### src/sdram_cke_pkg.sv
// shared constants and types for the clock-enable power state logic
package sdram_cke_pkg;
    localparam int ADDR_W        = 12;
    localparam int BANK_BIT      = 11;
    localparam int AP_BIT        = 10;
    localparam int BL_LSB        = 0;
    localparam int BL_W          = 3;
    localparam logic [2:0] BL_FULL_PAGE = 3'h7;
    localparam logic [11:0] MODE_RESET  = 12'h0000;
    localparam int CLK_MHZ       = 50;
    localparam int TRC_NS        = 70;
    localparam int TRC_CYC       = (TRC_NS * CLK_MHZ + 999) / 1000;
    localparam int TRRD_NS       = 20;
    localparam int TRRD_CYC      = (TRRD_NS * CLK_MHZ + 999) / 1000;
    localparam int TRAS_NS       = 42;
    localparam int TRAS_CYC      = (TRAS_NS * CLK_MHZ + 999) / 1000;
    localparam int TRCD_NS       = 20;
    localparam int TRCD_CYC      = (TRCD_NS * CLK_MHZ + 999) / 1000;
    localparam int BURST_CYC     = 4;
    localparam int CNT_W         = 8;

    typedef enum logic [3:0] {
        CMD_DESELECT = 4'h0, CMD_NOP = 4'h1, CMD_BURST_HALT = 4'h2, CMD_READ = 4'h3,
        CMD_WRITE = 4'h4, CMD_ACTIVATE = 4'h5, CMD_PRECHARGE = 4'h6,
        CMD_REFRESH = 4'h7, CMD_MODE_LOAD = 4'h8
    } cmd_e;

    typedef enum logic [2:0] {
        PS_IDLE = 3'b000, PS_ACTIVE = 3'b001, PS_POWER_DOWN = 3'b010,
        PS_SELF_REFRESH = 3'b011, PS_SR_RECOVERY = 3'b100, PS_AUTO_REFRESH = 3'b101
    } pwr_state_e;

    typedef enum logic [1:0] {
        BK_IDLE = 2'b00, BK_ACTIVE = 2'b01, BK_BURST = 2'b10
    } bank_state_e;

    function automatic cmd_e decode_cmd(input logic cs_n, input logic ras_n,
                                        input logic cas_n, input logic we_n);
        logic [2:0] c;
        c = {ras_n, cas_n, we_n};
        if (cs_n)
            return CMD_DESELECT;
        case (c)
            3'b111:  return CMD_NOP;
            3'b110:  return CMD_BURST_HALT;
            3'b101:  return CMD_READ;
            3'b100:  return CMD_WRITE;
            3'b011:  return CMD_ACTIVATE;
            3'b010:  return CMD_PRECHARGE;
            3'b001:  return CMD_REFRESH;
            default: return CMD_MODE_LOAD;
        endcase
    endfunction : decode_cmd

    function automatic logic is_idle_cmd(input cmd_e c);
        return (c == CMD_DESELECT) || (c == CMD_NOP);
    endfunction : is_idle_cmd
endpackage : sdram_cke_pkg

### src/sdram_cmd_if.sv
// command and clock-enable pins between controller and memory
`timescale 1ns/1ps
`default_nettype none
interface sdram_cmd_if;
    logic        cke;
    logic        cs_n;
    logic        ras_n;
    logic        cas_n;
    logic        we_n;
    logic [11:0] addr;

    modport ctrl (output cke, cs_n, ras_n, cas_n, we_n, addr);
    modport mem  (input  cke, cs_n, ras_n, cas_n, we_n, addr);
endinterface : sdram_cmd_if
`default_nettype wire

### src/sdram_bank_track.sv
// per-bank state tracker with timing counters
`timescale 1ns/1ps
`default_nettype none
module sdram_bank_track (
    // clock and reset
    input  wire logic                     clk,
    input  wire logic                     rst,
    // control
    input  wire logic                     advance,
    input  wire logic                     do_activate,
    input  wire logic                     do_column,
    input  wire logic                     column_ap,
    input  wire logic                     do_precharge,
    input  wire logic                     do_halt,
    // state
    output var sdram_cke_pkg::bank_state_e state,
    output logic                          auto_pre,
    output logic                          rcd_met,
    output logic                          ras_met
);
    logic [sdram_cke_pkg::CNT_W-1:0] since_act;
    logic [sdram_cke_pkg::CNT_W-1:0] burst_left;

    always_ff @(posedge clk) begin
        if (rst) begin
            since_act <= '0;
        end else if (do_activate) begin
            since_act <= '0;
        end else if (advance && since_act != '1) begin
            since_act <= since_act + 1'b1;
        end
    end

    always_ff @(posedge clk) begin
        if (rst) begin
            state      <= sdram_cke_pkg::BK_IDLE;
            auto_pre   <= 1'b0;
            burst_left <= '0;
        end else if (do_activate) begin
            state <= sdram_cke_pkg::BK_ACTIVE;
        end else if (do_precharge) begin
            state    <= sdram_cke_pkg::BK_IDLE;
            auto_pre <= 1'b0;
        end else if (do_column) begin
            state      <= sdram_cke_pkg::BK_BURST;
            auto_pre   <= column_ap;
            burst_left <= sdram_cke_pkg::CNT_W'(sdram_cke_pkg::BURST_CYC - 1);
        end else if (do_halt && state == sdram_cke_pkg::BK_BURST) begin
            state <= sdram_cke_pkg::BK_ACTIVE;
        end else if (advance && state == sdram_cke_pkg::BK_BURST) begin
            if (burst_left == '0) begin
                state    <= auto_pre ? sdram_cke_pkg::BK_IDLE : sdram_cke_pkg::BK_ACTIVE;
                auto_pre <= 1'b0;
            end else begin
                burst_left <= burst_left - 1'b1;
            end
        end
    end

    assign rcd_met = since_act >= sdram_cke_pkg::CNT_W'(sdram_cke_pkg::TRCD_CYC);
    assign ras_met = since_act >= sdram_cke_pkg::CNT_W'(sdram_cke_pkg::TRAS_CYC);
endmodule : sdram_bank_track
`default_nettype wire

### src/sdram_mem_end.sv
// memory end: command qualification and clock-enable power states
// What this block does
// - sample inputs on rising clock edge only
// - mode load captures A0..A11 as operating code
// - controller idles both banks before mode/refresh
// - refresh uses internal row, ignores pins
// - self-refresh ignores all but clock enable
// - activate idle bank; column to active bank
// - burst halt valid only at full page
// - bank legality follows bank selected by A11
// - idle, CKE falls, nop: enter power-down
// - idle, CKE falls, refresh code: self-refresh
// - second activate waits bank-to-bank interval
// - no precharge before row-active time
// - auto-precharge idles bank after burst
// - column command waits activate-to-column delay
// - CKE rise nop exits self-refresh; tRC idle
// - recovery CKE drop with nop: power-down
// - power-down exits on CKE low-to-high
// - active state with a bank open: CKE low suspends clock
// - idle decode: activate/precharge, refresh, mode load
// - CKE rise reactivates inputs from the next cycle
`timescale 1ns/1ps
`default_nettype none
module sdram_mem_end (
    // clock and reset
    input  wire logic                  clk,
    input  wire logic                  rst,
    // command pins
    sdram_cmd_if.mem                   pins,
    // status
    output logic [11:0]                operating_code,
    output var sdram_cke_pkg::pwr_state_e power_state,
    output logic                       suspended,
    output logic [1:0]                 bank_busy,
    output logic                       illegal_cmd,
    output logic                       refresh_event
);
    // synchronised pins
    logic        cke_m, cke_s, cke_prev;
    logic [3:0]  ctl_m, ctl_s;
    logic [11:0] addr_m, addr_s;
    sdram_cke_pkg::cmd_e          cmd;
    sdram_cke_pkg::bank_state_e   burst_halt_cmd [2];
    logic [1:0]  rcd_ok, ras_ok;
    logic        both_idle, bank_sel, run, halt_ok, legal;
    logic [1:0]  act_go, col_go, pre_go, halt_go;
    logic [sdram_cke_pkg::CNT_W-1:0] rc_cnt, rrd_cnt;

    always_ff @(posedge clk) begin
        cke_m  <= pins.cke;
        cke_s  <= cke_m;
        ctl_m  <= {pins.cs_n, pins.ras_n, pins.cas_n, pins.we_n};
        ctl_s  <= ctl_m;
        addr_m <= pins.addr;
        addr_s <= addr_m;
    end

    always_ff @(posedge clk) begin
        if (rst)
            cke_prev <= 1'b1;
        else
            cke_prev <= cke_s;
    end

    assign cmd       = sdram_cke_pkg::decode_cmd(ctl_s[3], ctl_s[2], ctl_s[1], ctl_s[0]);
    assign both_idle = burst_halt_cmd[0] == sdram_cke_pkg::BK_IDLE && burst_halt_cmd[1] == sdram_cke_pkg::BK_IDLE;
    assign bank_sel  = addr_s[sdram_cke_pkg::BANK_BIT];
    // commands act only with CKE high on both edges and no suspension
    assign run       = cke_prev && cke_s && !suspended;
    assign halt_ok   = operating_code[sdram_cke_pkg::BL_LSB +: sdram_cke_pkg::BL_W]
                       == sdram_cke_pkg::BL_FULL_PAGE;

    // per-bank legality
    always_comb begin
        act_go  = '0;
        col_go  = '0;
        pre_go  = '0;
        halt_go = '0;
        legal   = 1'b1;
        if (run && (power_state == sdram_cke_pkg::PS_IDLE
                    || power_state == sdram_cke_pkg::PS_ACTIVE)) begin
            case (cmd)
                sdram_cke_pkg::CMD_ACTIVATE: begin
                    legal = burst_halt_cmd[bank_sel] == sdram_cke_pkg::BK_IDLE
                            && (both_idle || rrd_cnt == '0);
                    act_go[bank_sel] = legal;
                end
                sdram_cke_pkg::CMD_READ, sdram_cke_pkg::CMD_WRITE: begin
                    legal = burst_halt_cmd[bank_sel] != sdram_cke_pkg::BK_IDLE
                            && rcd_ok[bank_sel];
                    col_go[bank_sel] = legal;
                end
                sdram_cke_pkg::CMD_PRECHARGE: begin
                    if (addr_s[sdram_cke_pkg::AP_BIT]) begin
                        legal  = (burst_halt_cmd[0] == sdram_cke_pkg::BK_IDLE || ras_ok[0])
                                 && (burst_halt_cmd[1] == sdram_cke_pkg::BK_IDLE || ras_ok[1]);
                        pre_go = {2{legal}};
                    end else begin
                        legal = burst_halt_cmd[bank_sel] == sdram_cke_pkg::BK_IDLE
                                || ras_ok[bank_sel];
                        pre_go[bank_sel] = legal;
                    end
                end
                sdram_cke_pkg::CMD_BURST_HALT: begin
                    legal   = halt_ok;
                    halt_go = {2{halt_ok}};
                end
                sdram_cke_pkg::CMD_REFRESH, sdram_cke_pkg::CMD_MODE_LOAD: begin
                    legal = both_idle;
                end
                default: legal = 1'b1;
            endcase
        end else if (!cmd_idle_ok() && cke_prev
                     && power_state == sdram_cke_pkg::PS_SR_RECOVERY) begin
            legal = 1'b0;
        end else if (!cmd_idle_ok() && !cke_prev && cke_s
                     && power_state == sdram_cke_pkg::PS_SELF_REFRESH) begin
            legal = 1'b0;
        end
    end

    // deselect, or ras and cas high: tolerated around self-refresh exit
    function automatic logic cmd_idle_ok();
        return ctl_s[3] || (ctl_s[2] && ctl_s[1]);
    endfunction : cmd_idle_ok

    for (genvar b = 0; b < 2; b++) begin : g_bank
        sdram_bank_track u_bank (
            .clk          (clk),
            .rst          (rst),
            .advance      (run),
            .do_activate  (act_go[b]),
            .do_column    (col_go[b]),
            .column_ap    (addr_s[sdram_cke_pkg::AP_BIT]),
            .do_precharge (pre_go[b]),
            .do_halt      (halt_go[b]),
            .state        (burst_halt_cmd[b]),
            .auto_pre     (),
            .rcd_met      (rcd_ok[b]),
            .ras_met      (ras_ok[b])
        );
    end

    // bank-to-bank activate spacing
    always_ff @(posedge clk) begin
        if (rst)
            rrd_cnt <= '0;
        else if (|act_go)
            rrd_cnt <= sdram_cke_pkg::CNT_W'(sdram_cke_pkg::TRRD_CYC - 1);
        else if (rrd_cnt != '0)
            rrd_cnt <= rrd_cnt - 1'b1;
    end

    // power state machine
    always_ff @(posedge clk) begin
        if (rst) begin
            power_state   <= sdram_cke_pkg::PS_IDLE;
            rc_cnt        <= '0;
            refresh_event <= 1'b0;
        end else begin
            refresh_event <= 1'b0;
            case (power_state)
                sdram_cke_pkg::PS_IDLE, sdram_cke_pkg::PS_ACTIVE: begin
                    if (both_idle && cke_prev && !cke_s) begin
                        if (ctl_s == 4'b0001)
                            power_state <= sdram_cke_pkg::PS_SELF_REFRESH;
                        else if (sdram_cke_pkg::is_idle_cmd(cmd))
                            power_state <= sdram_cke_pkg::PS_POWER_DOWN;
                    end else if (run && both_idle && cmd == sdram_cke_pkg::CMD_REFRESH) begin
                        power_state   <= sdram_cke_pkg::PS_AUTO_REFRESH;
                        refresh_event <= 1'b1;
                        rc_cnt        <= sdram_cke_pkg::CNT_W'(sdram_cke_pkg::TRC_CYC - 1);
                    end else begin
                        power_state <= (both_idle && !(|act_go)) ? sdram_cke_pkg::PS_IDLE
                                                                 : sdram_cke_pkg::PS_ACTIVE;
                    end
                end
                sdram_cke_pkg::PS_AUTO_REFRESH: begin
                    if (rc_cnt == '0)
                        power_state <= sdram_cke_pkg::PS_IDLE;
                    else
                        rc_cnt <= rc_cnt - 1'b1;
                end
                sdram_cke_pkg::PS_SELF_REFRESH: begin
                    if (!cke_prev && cke_s) begin
                        power_state <= sdram_cke_pkg::PS_SR_RECOVERY;
                        rc_cnt      <= sdram_cke_pkg::CNT_W'(sdram_cke_pkg::TRC_CYC - 1);
                    end
                end
                sdram_cke_pkg::PS_SR_RECOVERY: begin
                    if (cke_prev && !cke_s && cmd_idle_ok())
                        power_state <= sdram_cke_pkg::PS_POWER_DOWN;
                    else if (cke_prev && cke_s && cmd_idle_ok()) begin
                        if (rc_cnt == '0)
                            power_state <= sdram_cke_pkg::PS_IDLE;
                        else
                            rc_cnt <= rc_cnt - 1'b1;
                    end
                end
                sdram_cke_pkg::PS_POWER_DOWN: begin
                    if (!cke_prev && cke_s)
                        power_state <= sdram_cke_pkg::PS_IDLE;
                end
                default: power_state <= sdram_cke_pkg::PS_IDLE;
            endcase
        end
    end

    // clock suspend outside both-idle
    always_ff @(posedge clk) begin
        if (rst)
            suspended <= 1'b0;
        else if (power_state == sdram_cke_pkg::PS_ACTIVE && !both_idle)
            suspended <= !cke_s;
        else
            suspended <= 1'b0;
    end

    always_ff @(posedge clk) begin
        if (rst)
            operating_code <= sdram_cke_pkg::MODE_RESET;
        else if (run && both_idle && power_state == sdram_cke_pkg::PS_IDLE
                 && cmd == sdram_cke_pkg::CMD_MODE_LOAD)
            operating_code <= addr_s;
    end

    always_ff @(posedge clk) begin
        if (rst) begin
            illegal_cmd <= 1'b0;
            bank_busy   <= '0;
        end else begin
            illegal_cmd <= !legal;
            bank_busy   <= {burst_halt_cmd[1] != sdram_cke_pkg::BK_IDLE, burst_halt_cmd[0] != sdram_cke_pkg::BK_IDLE};
        end
    end
endmodule : sdram_mem_end
`default_nettype wire

### src/flat_wrapper.sv
// flat-port wrapper written by rule: the top's interface ports become plain ports
module sdram_mem_end_flat 
  (clk, rst, operating_code, power_state, suspended, bank_busy, illegal_cmd, refresh_event, pins_cke, pins_cs_n, pins_ras_n, pins_cas_n, pins_we_n, pins_addr);
  sdram_cmd_if pins_i ();
  input  wire logic clk;
  input  wire logic rst;
  output logic [11:0] operating_code;
  output var sdram_cke_pkg::pwr_state_e power_state;
  output logic suspended;
  output logic [1:0] bank_busy;
  output logic illegal_cmd;
  output logic refresh_event;
  input wire logic [$bits(pins_i.cke)-1:0] pins_cke;
  input wire logic [$bits(pins_i.cs_n)-1:0] pins_cs_n;
  input wire logic [$bits(pins_i.ras_n)-1:0] pins_ras_n;
  input wire logic [$bits(pins_i.cas_n)-1:0] pins_cas_n;
  input wire logic [$bits(pins_i.we_n)-1:0] pins_we_n;
  input wire logic [$bits(pins_i.addr)-1:0] pins_addr;
  assign pins_i.cke = pins_cke;
  assign pins_i.cs_n = pins_cs_n;
  assign pins_i.ras_n = pins_ras_n;
  assign pins_i.cas_n = pins_cas_n;
  assign pins_i.we_n = pins_we_n;
  assign pins_i.addr = pins_addr;
  sdram_mem_end u_core (.clk(clk), .rst(rst), .pins(pins_i), .operating_code(operating_code), .power_state(power_state), .suspended(suspended), .bank_busy(bank_busy), .illegal_cmd(illegal_cmd), .refresh_event(refresh_event));
endmodule
### config.mk
export PLATFORM = sky130hd
export DESIGN_NAME = sdram_mem_end_flat
export DESIGN_NICKNAME = d
export VERILOG_FILES = /design/src/sdram_cke_pkg.sv /design/src/sdram_cmd_if.sv /design/src/sdram_bank_track.sv /design/src/sdram_mem_end.sv /design/src/flat_wrapper.sv
export SDC_FILE = /design/constraint.sdc
export NUM_CORES = 1
export LEC_CHECK = 0
export BUFFER_PORTS_ARGS = -buffer_cell sky130_fd_sc_hd__buf_2
export CORE_MARGIN = 2
export CORE_UTILIZATION = 53
export DETAILED_ROUTE_END_ITERATION = 6
export PLACE_DENSITY = 0.72
export SETUP_SLACK_MARGIN = 0.2
export SYNTH_ARGS = -nofsm -noshare
export SYNTH_HDL_FRONTEND = slang
export SYNTH_HIERARCHICAL = 1
export SYNTH_SLANG_ARGS = --single-unit
### constraint.sdc
create_clock -name clk -period 8.8 [get_ports clk]
set_input_delay 1.76 -clock clk [delete_from_list [all_inputs] [get_ports clk]]
set_output_delay 1.76 -clock clk [all_outputs]
set_load 0.02 [all_outputs]
==> out/qor.csv, run 1 <==
metric,value,unit
Hold Path Class,flip-flop to flip-flop,
die area,9950,um^2
gpl congestion,0.890,
dpl cell area,5070,um^2
hold depth,0,
worst endpoint data arrival time,3730,ps
Initial Util,55.2,%
Pint,0.727,mW
core region area,8810,um^2
Final Cell Area,5280,um^2
final setup fails,0,
TritonRoute pass-1 iters,5,
slowest CP cell,nor3_1,
fillcell total,789,
P per Cell Area,201,nW/um^2
share of layout cells above drive strength 1,13.4,%
ranking of synthesized cells by area,"dfxtp_1 45%, nor2_1 4.9%, a21oi_1 4.2%",
number of H-tree levels,3,
Critical Path Sink Type,flip-flop,
Max-cap violations,0,
CP Class,flip-flop to flip-flop,
peak supply drop,0.000122,V
area growth from synthesis to layout,8.70,%
Fmax,0.292,GHz
Leak,2.04,nW
NumNets Final,600,
Layout Cells excl Fill,681,
Vias,4002,
Port Buf Inserts,38,
Skew-Pair Late Insertion Delay,370,ps
row count,34,
setup bufs post-CTS,0,
RSZ-0062 raised after global routing,no,
Mean Syn Cell Area,8.92,um^2
outcome,"finished, final reports clean",
Tot Pwr,1.06,mW
Sink Count,109,
Logic pwr share,17.6,%
synthesized area,4860,um^2
register area share after synthesis,44.9,%
RR Endpoint,u_core/g_bank[0].u_bank/burst_left[7],
IO Pins,39,
CTS buffer count,9,
post-route ant nets,0,
initial DRC count,149,
Post-synth EDFFs,0,
cts repair resizes,0,
"Reg clk slew, reported paths",130,ps
switching share of total power,31.4,%
setup TNS,0,ps
cell count after placement,665,
Diodes inserted,0,
clk buf depth,2,
post-synthesis mux area share,0.644,%
synthesized-area fraction occupied by adder cells,3.35,%
fin crit share,38.9,%
first-pass GRT wire length,16700,um
R2R setup slack,5370,ps
drt wl/cell,14.6,um
Max Slew Vio Count,0,
Die Y,99.8,um
worst hold endpoint,u_core/addr_s[7],
worst hold slack,333,ps
final hold vios,0,
RR Startpoint,u_core/rrd_cnt[0],
XOR/XNOR Fraction of Synth Area,2.34,%
largest family of logic cells by synthesized area,simple AND/OR/NAND/NOR gates,
CTS tree,yes,
Flop pwr share,53.1,%
crit-path cells,"inv_1, ha_1, or3b_1, or3b_1, a211o_1, nor3_1, nor2_1, a21oi_1, o311ai_0, o211ai_1",
cells on worst reg2reg path,10,
Main synth FF type,dfxtp_1,
CP Launch Type,flip-flop,
crit path max fanout,10,
post-synth top area share,44.9,%
# hold bufs at CTS,0,
Slew headroom,29.4,%
Post-DP HPWL,6870,um
initial antenna violation count,0,
Die Wd,99.8,um
HP Start,u_core/addr_m[7],
GR Overflow Total,0,
number of global-route vias before repair,3685,
Clk pwr share,29.3,%
minimum clock period,3430,ps
vias per cell,5.88,
Simple-Gate Fraction of Synth Area,24.6,%
syn nets,577,
GRT Total Usage,20.3,%
"flops & latches, synth",109,
switching pwr,0.333,mW
Ys Warns,6,
most frequent CP cell,or3b_1,
worst-margin pin slew,1050,ps
distinct cell type count after synthesis,71,
"area leader, netlist",dfxtp_1,
Synth Area in Compound Gates,19.5,%
clock root buffer,clkbuf_8,
DRC Markers,0,
Worst Path Required,9110,ps
"slowest stage delay, CP",760,ps
largest net degree at the start of global routing,51,
Post-Syn Instances,545,
fraction of registers with async set/reset,0,%
Routed WL,9920,um
Worst Skew,21.4,ps
power by group through the flow:
stage	clock network (mW)	registers, mW	logic, mW
floorplan	0	0.565	0.153
global placement	0	0.572	0.180
detailed placement	0	0.573	0.186
CTS	0.322	0.562	0.186
global route	0.343	0.569	0.212
finish	0.311	0.562	0.186
metal layers:
metal  track usage, %  routed length (um)
met1             26.6                4720
met2             33.0                4800
met3             4.43                 347
met4             7.69                  55
met5                0                   0
synthesized netlist by cell type (6+ instances only):
cell and n:
inv_1 24, a311oi_1 10, o31ai_1 7, a21oi_1 41, nor2b_1 8, a21o_1 8, clkbuf_1 19, a211oi_1 6
a31oi_1 13, nand2_1 43, nand4_1 10, xnor2_1 10, nand3_1 7, or4_1 11, ha_1 13, nor2_1 64
dfxtp_1 109, o21ai_0 9, nand2b_1 6, nor4_1 11, nor3_1 14
layout by cell type, fill, tap and decap left out, drive strengths merged, types with 6 or more instances in the layout:
master,count
dfxtp,109
nor2,64
nand2,43
a21oi,41
buf,40
inv,27
o21ai,15
nor3,14
a31oi,13
ha,13
or4,13
nand4,11
nor4,11
xnor2,10
a311oi,10
clkbuf,9
nor2b,8
a21o,8
nand3,8
o31ai,7
nand2b,6
a211oi,6
o211ai,6
flip-flops by register name (all words and copies together) (netlist names), 3 cells and up:
register,count
u_core/g_bank.u_bank/burst_left,16
u_core/g_bank.u_bank/since_act,16
u_core/addr_m,12
u_core/addr_s,12
u_core/operating_code,12
u_core/rc_cnt,8
u_core/rrd_cnt,8
u_core/ctl_m,4
u_core/ctl_s,4
u_core/g_bank.u_bank/state,4
u_core/power_state,3
logic make-up after synthesis:
| group | after synthesis |
|---|---|
| mux | 3 |
| fa+ha+maj | 13 |
| compound gates | 135 |
| flops | 109 |
| xor+xnor | 13 |
| simple gates | 220 |
| buf+inv | 52 |
how the worst max path moves through the flow:
stage,from,endpoint,slack [ps],cells after the start
after global routing,u_core/rrd_cnt[0],u_core/g_bank[0].u_bank/burst_left[7],5050,10
after CTS,u_core/rrd_cnt[0],u_core/g_bank[0].u_bank/burst_left[7],5400,10
final,u_core/rrd_cnt[0],u_core/g_bank[0].u_bank/burst_left[7],5370,10
after floorplan,u_core/rrd_cnt[0],u_core/g_bank[1].u_bank/since_act[7],5640,12
after global placement,rst,u_core/g_bank[1].u_bank/burst_left[6],5300,5
after detailed placement,rst,u_core/g_bank[1].u_bank/burst_left[6],5250,5
stage by stage:
stage	setup slack [ps]	utilization, %
2_1_floorplan	5640	-
3_3_place_gp	5300	57.5
3_5_place_dp	5250	57.5
4_1_cts	5400	60.0
5_1_grt	5050	60.0
6_report	5370	60.0
layout make-up:
cell class / count / area (um^2) / share of cell area, %
multi-input cells: 384 / 2450 / 46.5
flip-flops and latches: 109 / 2180 / 41.3
repair buffers: 40 / 205 / 3.88
well taps: 108 / 135 / 2.56
clock buffers: 9 / 124 / 2.34
clock inverters: 7 / 91.3 / 1.73
inverters: 24 / 90.1 / 1.71
critical path: cells and delay by family, from the launching register on:
family          cells  cell delay [ps]
compound gates      4              830
fa+ha+maj           1              160
buf+inv             1               60
flops               1              350
simple gates        4             1960
(Power assumes the default switching activity.)
==> run 2, diff against run 1 <==
--- a/config.mk
+++ b/config.mk
@@ -9,7 +9,7 @@
 export CORE_MARGIN = 2
 export CORE_UTILIZATION = 53
 export DETAILED_ROUTE_END_ITERATION = 6
-export PLACE_DENSITY = 0.72
+export PLACE_DENSITY = 0.75
 export SETUP_SLACK_MARGIN = 0.2
 export SYNTH_ARGS = -nofsm -noshare
 export SYNTH_HDL_FRONTEND = slang
==> constraint.sdc (replaced) <==
create_clock -name clk -period 3.1 [get_ports clk]
set_input_delay 0.62 -clock clk [delete_from_list [all_inputs] [get_ports clk]]
set_output_delay 0.62 -clock clk [all_outputs]
set_load 0.02 [all_outputs]
==> out/qor.csv, run 2 (synthesis results as in run 1) <==
metric,value,unit,change
core region area,8810,um^2,unchanged
peak supply drop,0.000301,V,+150%
"Reg clk slew, reported paths",130,ps,about the same
Max-cap violations,0,,unchanged
CTS buffer count,9,,unchanged
Post-DP HPWL,7200,um,+4.7%
Initial Util,55.2,%,unchanged
Diodes inserted,0,,unchanged
Slew headroom,60.1,%,+31 points
Port Buf Inserts,38,,unchanged
Crit. Startpoint,u_core/g_bank[1].u_bank/since_act[2],,
clk buf depth,2,,unchanged
post-route ant nets,0,,unchanged
clock root buffer,clkbuf_8,,
Routed WL,10300,um,+3.9%
Fmax,0.356,GHz,+22%
share of layout cells above drive strength 1,18.4,%,+4.9 points
vias per cell,5.98,,+1.7%
Sink Count,109,,unchanged
Largest regs,"u_core/g_bank.u_bank/burst_left x16, u_core/g_bank.u_bank/since_act x16",,
Hold Path Class,primary input to flip-flop,,
Worst Path Required,3400,ps,-5710 ps
RR Startpoint,u_core/g_bank[1].u_bank/since_act[2],,
GR Overflow Total,0,,unchanged
Setup WS post-layout,290,ps,-5080 ps
NumNets Final,615,,+2.5%
Worst Skew,13.8,ps,-7.57 ps
die area,9950,um^2,unchanged
Critical Path Sink Type,flip-flop,,
DRC Markers,0,,unchanged
worst endpoint data arrival time,3110,ps,-620 ps
HP Start,pins_addr[9],,
crit path max fanout,5,,-5
"most common cell after layout, fill and taps aside",dfxtp_1,,
CP Class,flip-flop to flip-flop,,
TritonRoute pass-1 iters,5,,unchanged
RSZ-0062 raised after global routing,no,,
initial DRC count,226,,+52%
most frequent cells in the layout,"104 x dfxtp_1, 63 x nor2_1, 43 x nand2_1",,
final hold vios,0,,unchanged
Skew-Pair Late Insertion Delay,380,ps,about the same
number of H-tree levels,3,,unchanged
cells on worst reg2reg path,9,,-1
Max Slew Vio Count,0,,unchanged
gpl congestion,0.886,,-0.43%
Die Wd,99.8,um,unchanged
Setup WS pre-CTS,203,ps,-5050 ps
largest net degree at the start of global routing,31,,-39%
CTS tree,yes,,
initial antenna violation count,0,,unchanged
fin crit share,90.6,%,+52 points
Die Y,99.8,um,unchanged
number of global-route vias before repair,3838,,+4.2%
# hold bufs at CTS,0,,unchanged
IO Pins,39,,unchanged
drt wl/cell,14.8,um,+1.7%
P per Cell Area,563,nW/um^2,+180%
setup TNS,0,ps,unchanged
minimum clock period,2810,ps,-616 ps
area growth from synthesis to layout,12.7,%,
row count,34,,unchanged
final setup fails,0,,unchanged
first-pass GRT wire length,17100,um,+2.5%
"Core Util, Final",62.2,%,+2.2 points
worst hold slack,330,ps,-3.38 ps
outcome,"finished, final reports clean",,
worst-margin pin slew,599,ps,-451 ps
Tot Pwr,3.08,mW,+190%
hold depth,1,,+1
Vias,4161,,+4.0%
GRT Total Usage,21.0,%,+0.66 points
R2R setup slack,290,ps,-5080 ps
CP Launch Type,flip-flop,,
Leak,2.13,nW,+4.8%
## run 2: timing repair
| item | 4_1_cts | 5_1_grt |
|---|---|---|
| gates resized for setup | 3 | 17 |
| buffers inserted | 0 | 3 |
| pin swaps | 0 | 3 |
| setup endpoints to repair | 2 | 19 |
## run 2: worst paths after layout
kind                                            to
max          u_core/g_bank[1].u_bank/burst_left[6]
min                               u_core/addr_m[9]
max reg2reg  u_core/g_bank[1].u_bank/burst_left[6]
min reg2reg                       u_core/addr_s[8]
## run 2: final cells by class
class	instances	area [um^2]
well taps	108	135
clock inverters	7	91.3
multi-input cells	384	2530
repair buffers	55	318
fillers	755	3330
clock buffers	9	124
inverters	24	90.1
flip-flops and latches	109	2190
## run 2: per-layer routing
metal / part of all wire (%) / up-vias / global-route usage, %
met3: 4.8 / 18 / 5.06
met2: 48 / 103 / 34.5
li1: - / 2066 / -
met5: 0 / - / 0
met4: 1.3 / 0 / 6.32
met1: 46 / 1974 / 27.5
## run 2: per-stage QoR
step | std cells | instance area, um^2
6_report | 696 | 5480
5_1_grt | 696 | 5480
4_1_cts | 693 | 5390
3_5_place_dp | 677 | 5160
3_3_place_gp | 677 | 5160
2_1_floorplan | 545 | 4870
## run 2: power breakdown
| part | switching (mW) | internal [mW] |
|---|---|---|
| clock network | 0.559 | 0.336 |
| logic | 0.321 | 0.271 |
| registers | 0.0926 | 1.50 |
| total | 0.973 | 2.11 |
## run 2: worst max-delay path, cell delays in order, from the launching register on
cell and delay [ps]:
dfxtp_2 370, nor4_4 300, nand4b_1 150, mux2_2 280, and4_1 210, and4_1 220
or4_4 560, a21oi_1 120, or4b_1 430, o211ai_1 90
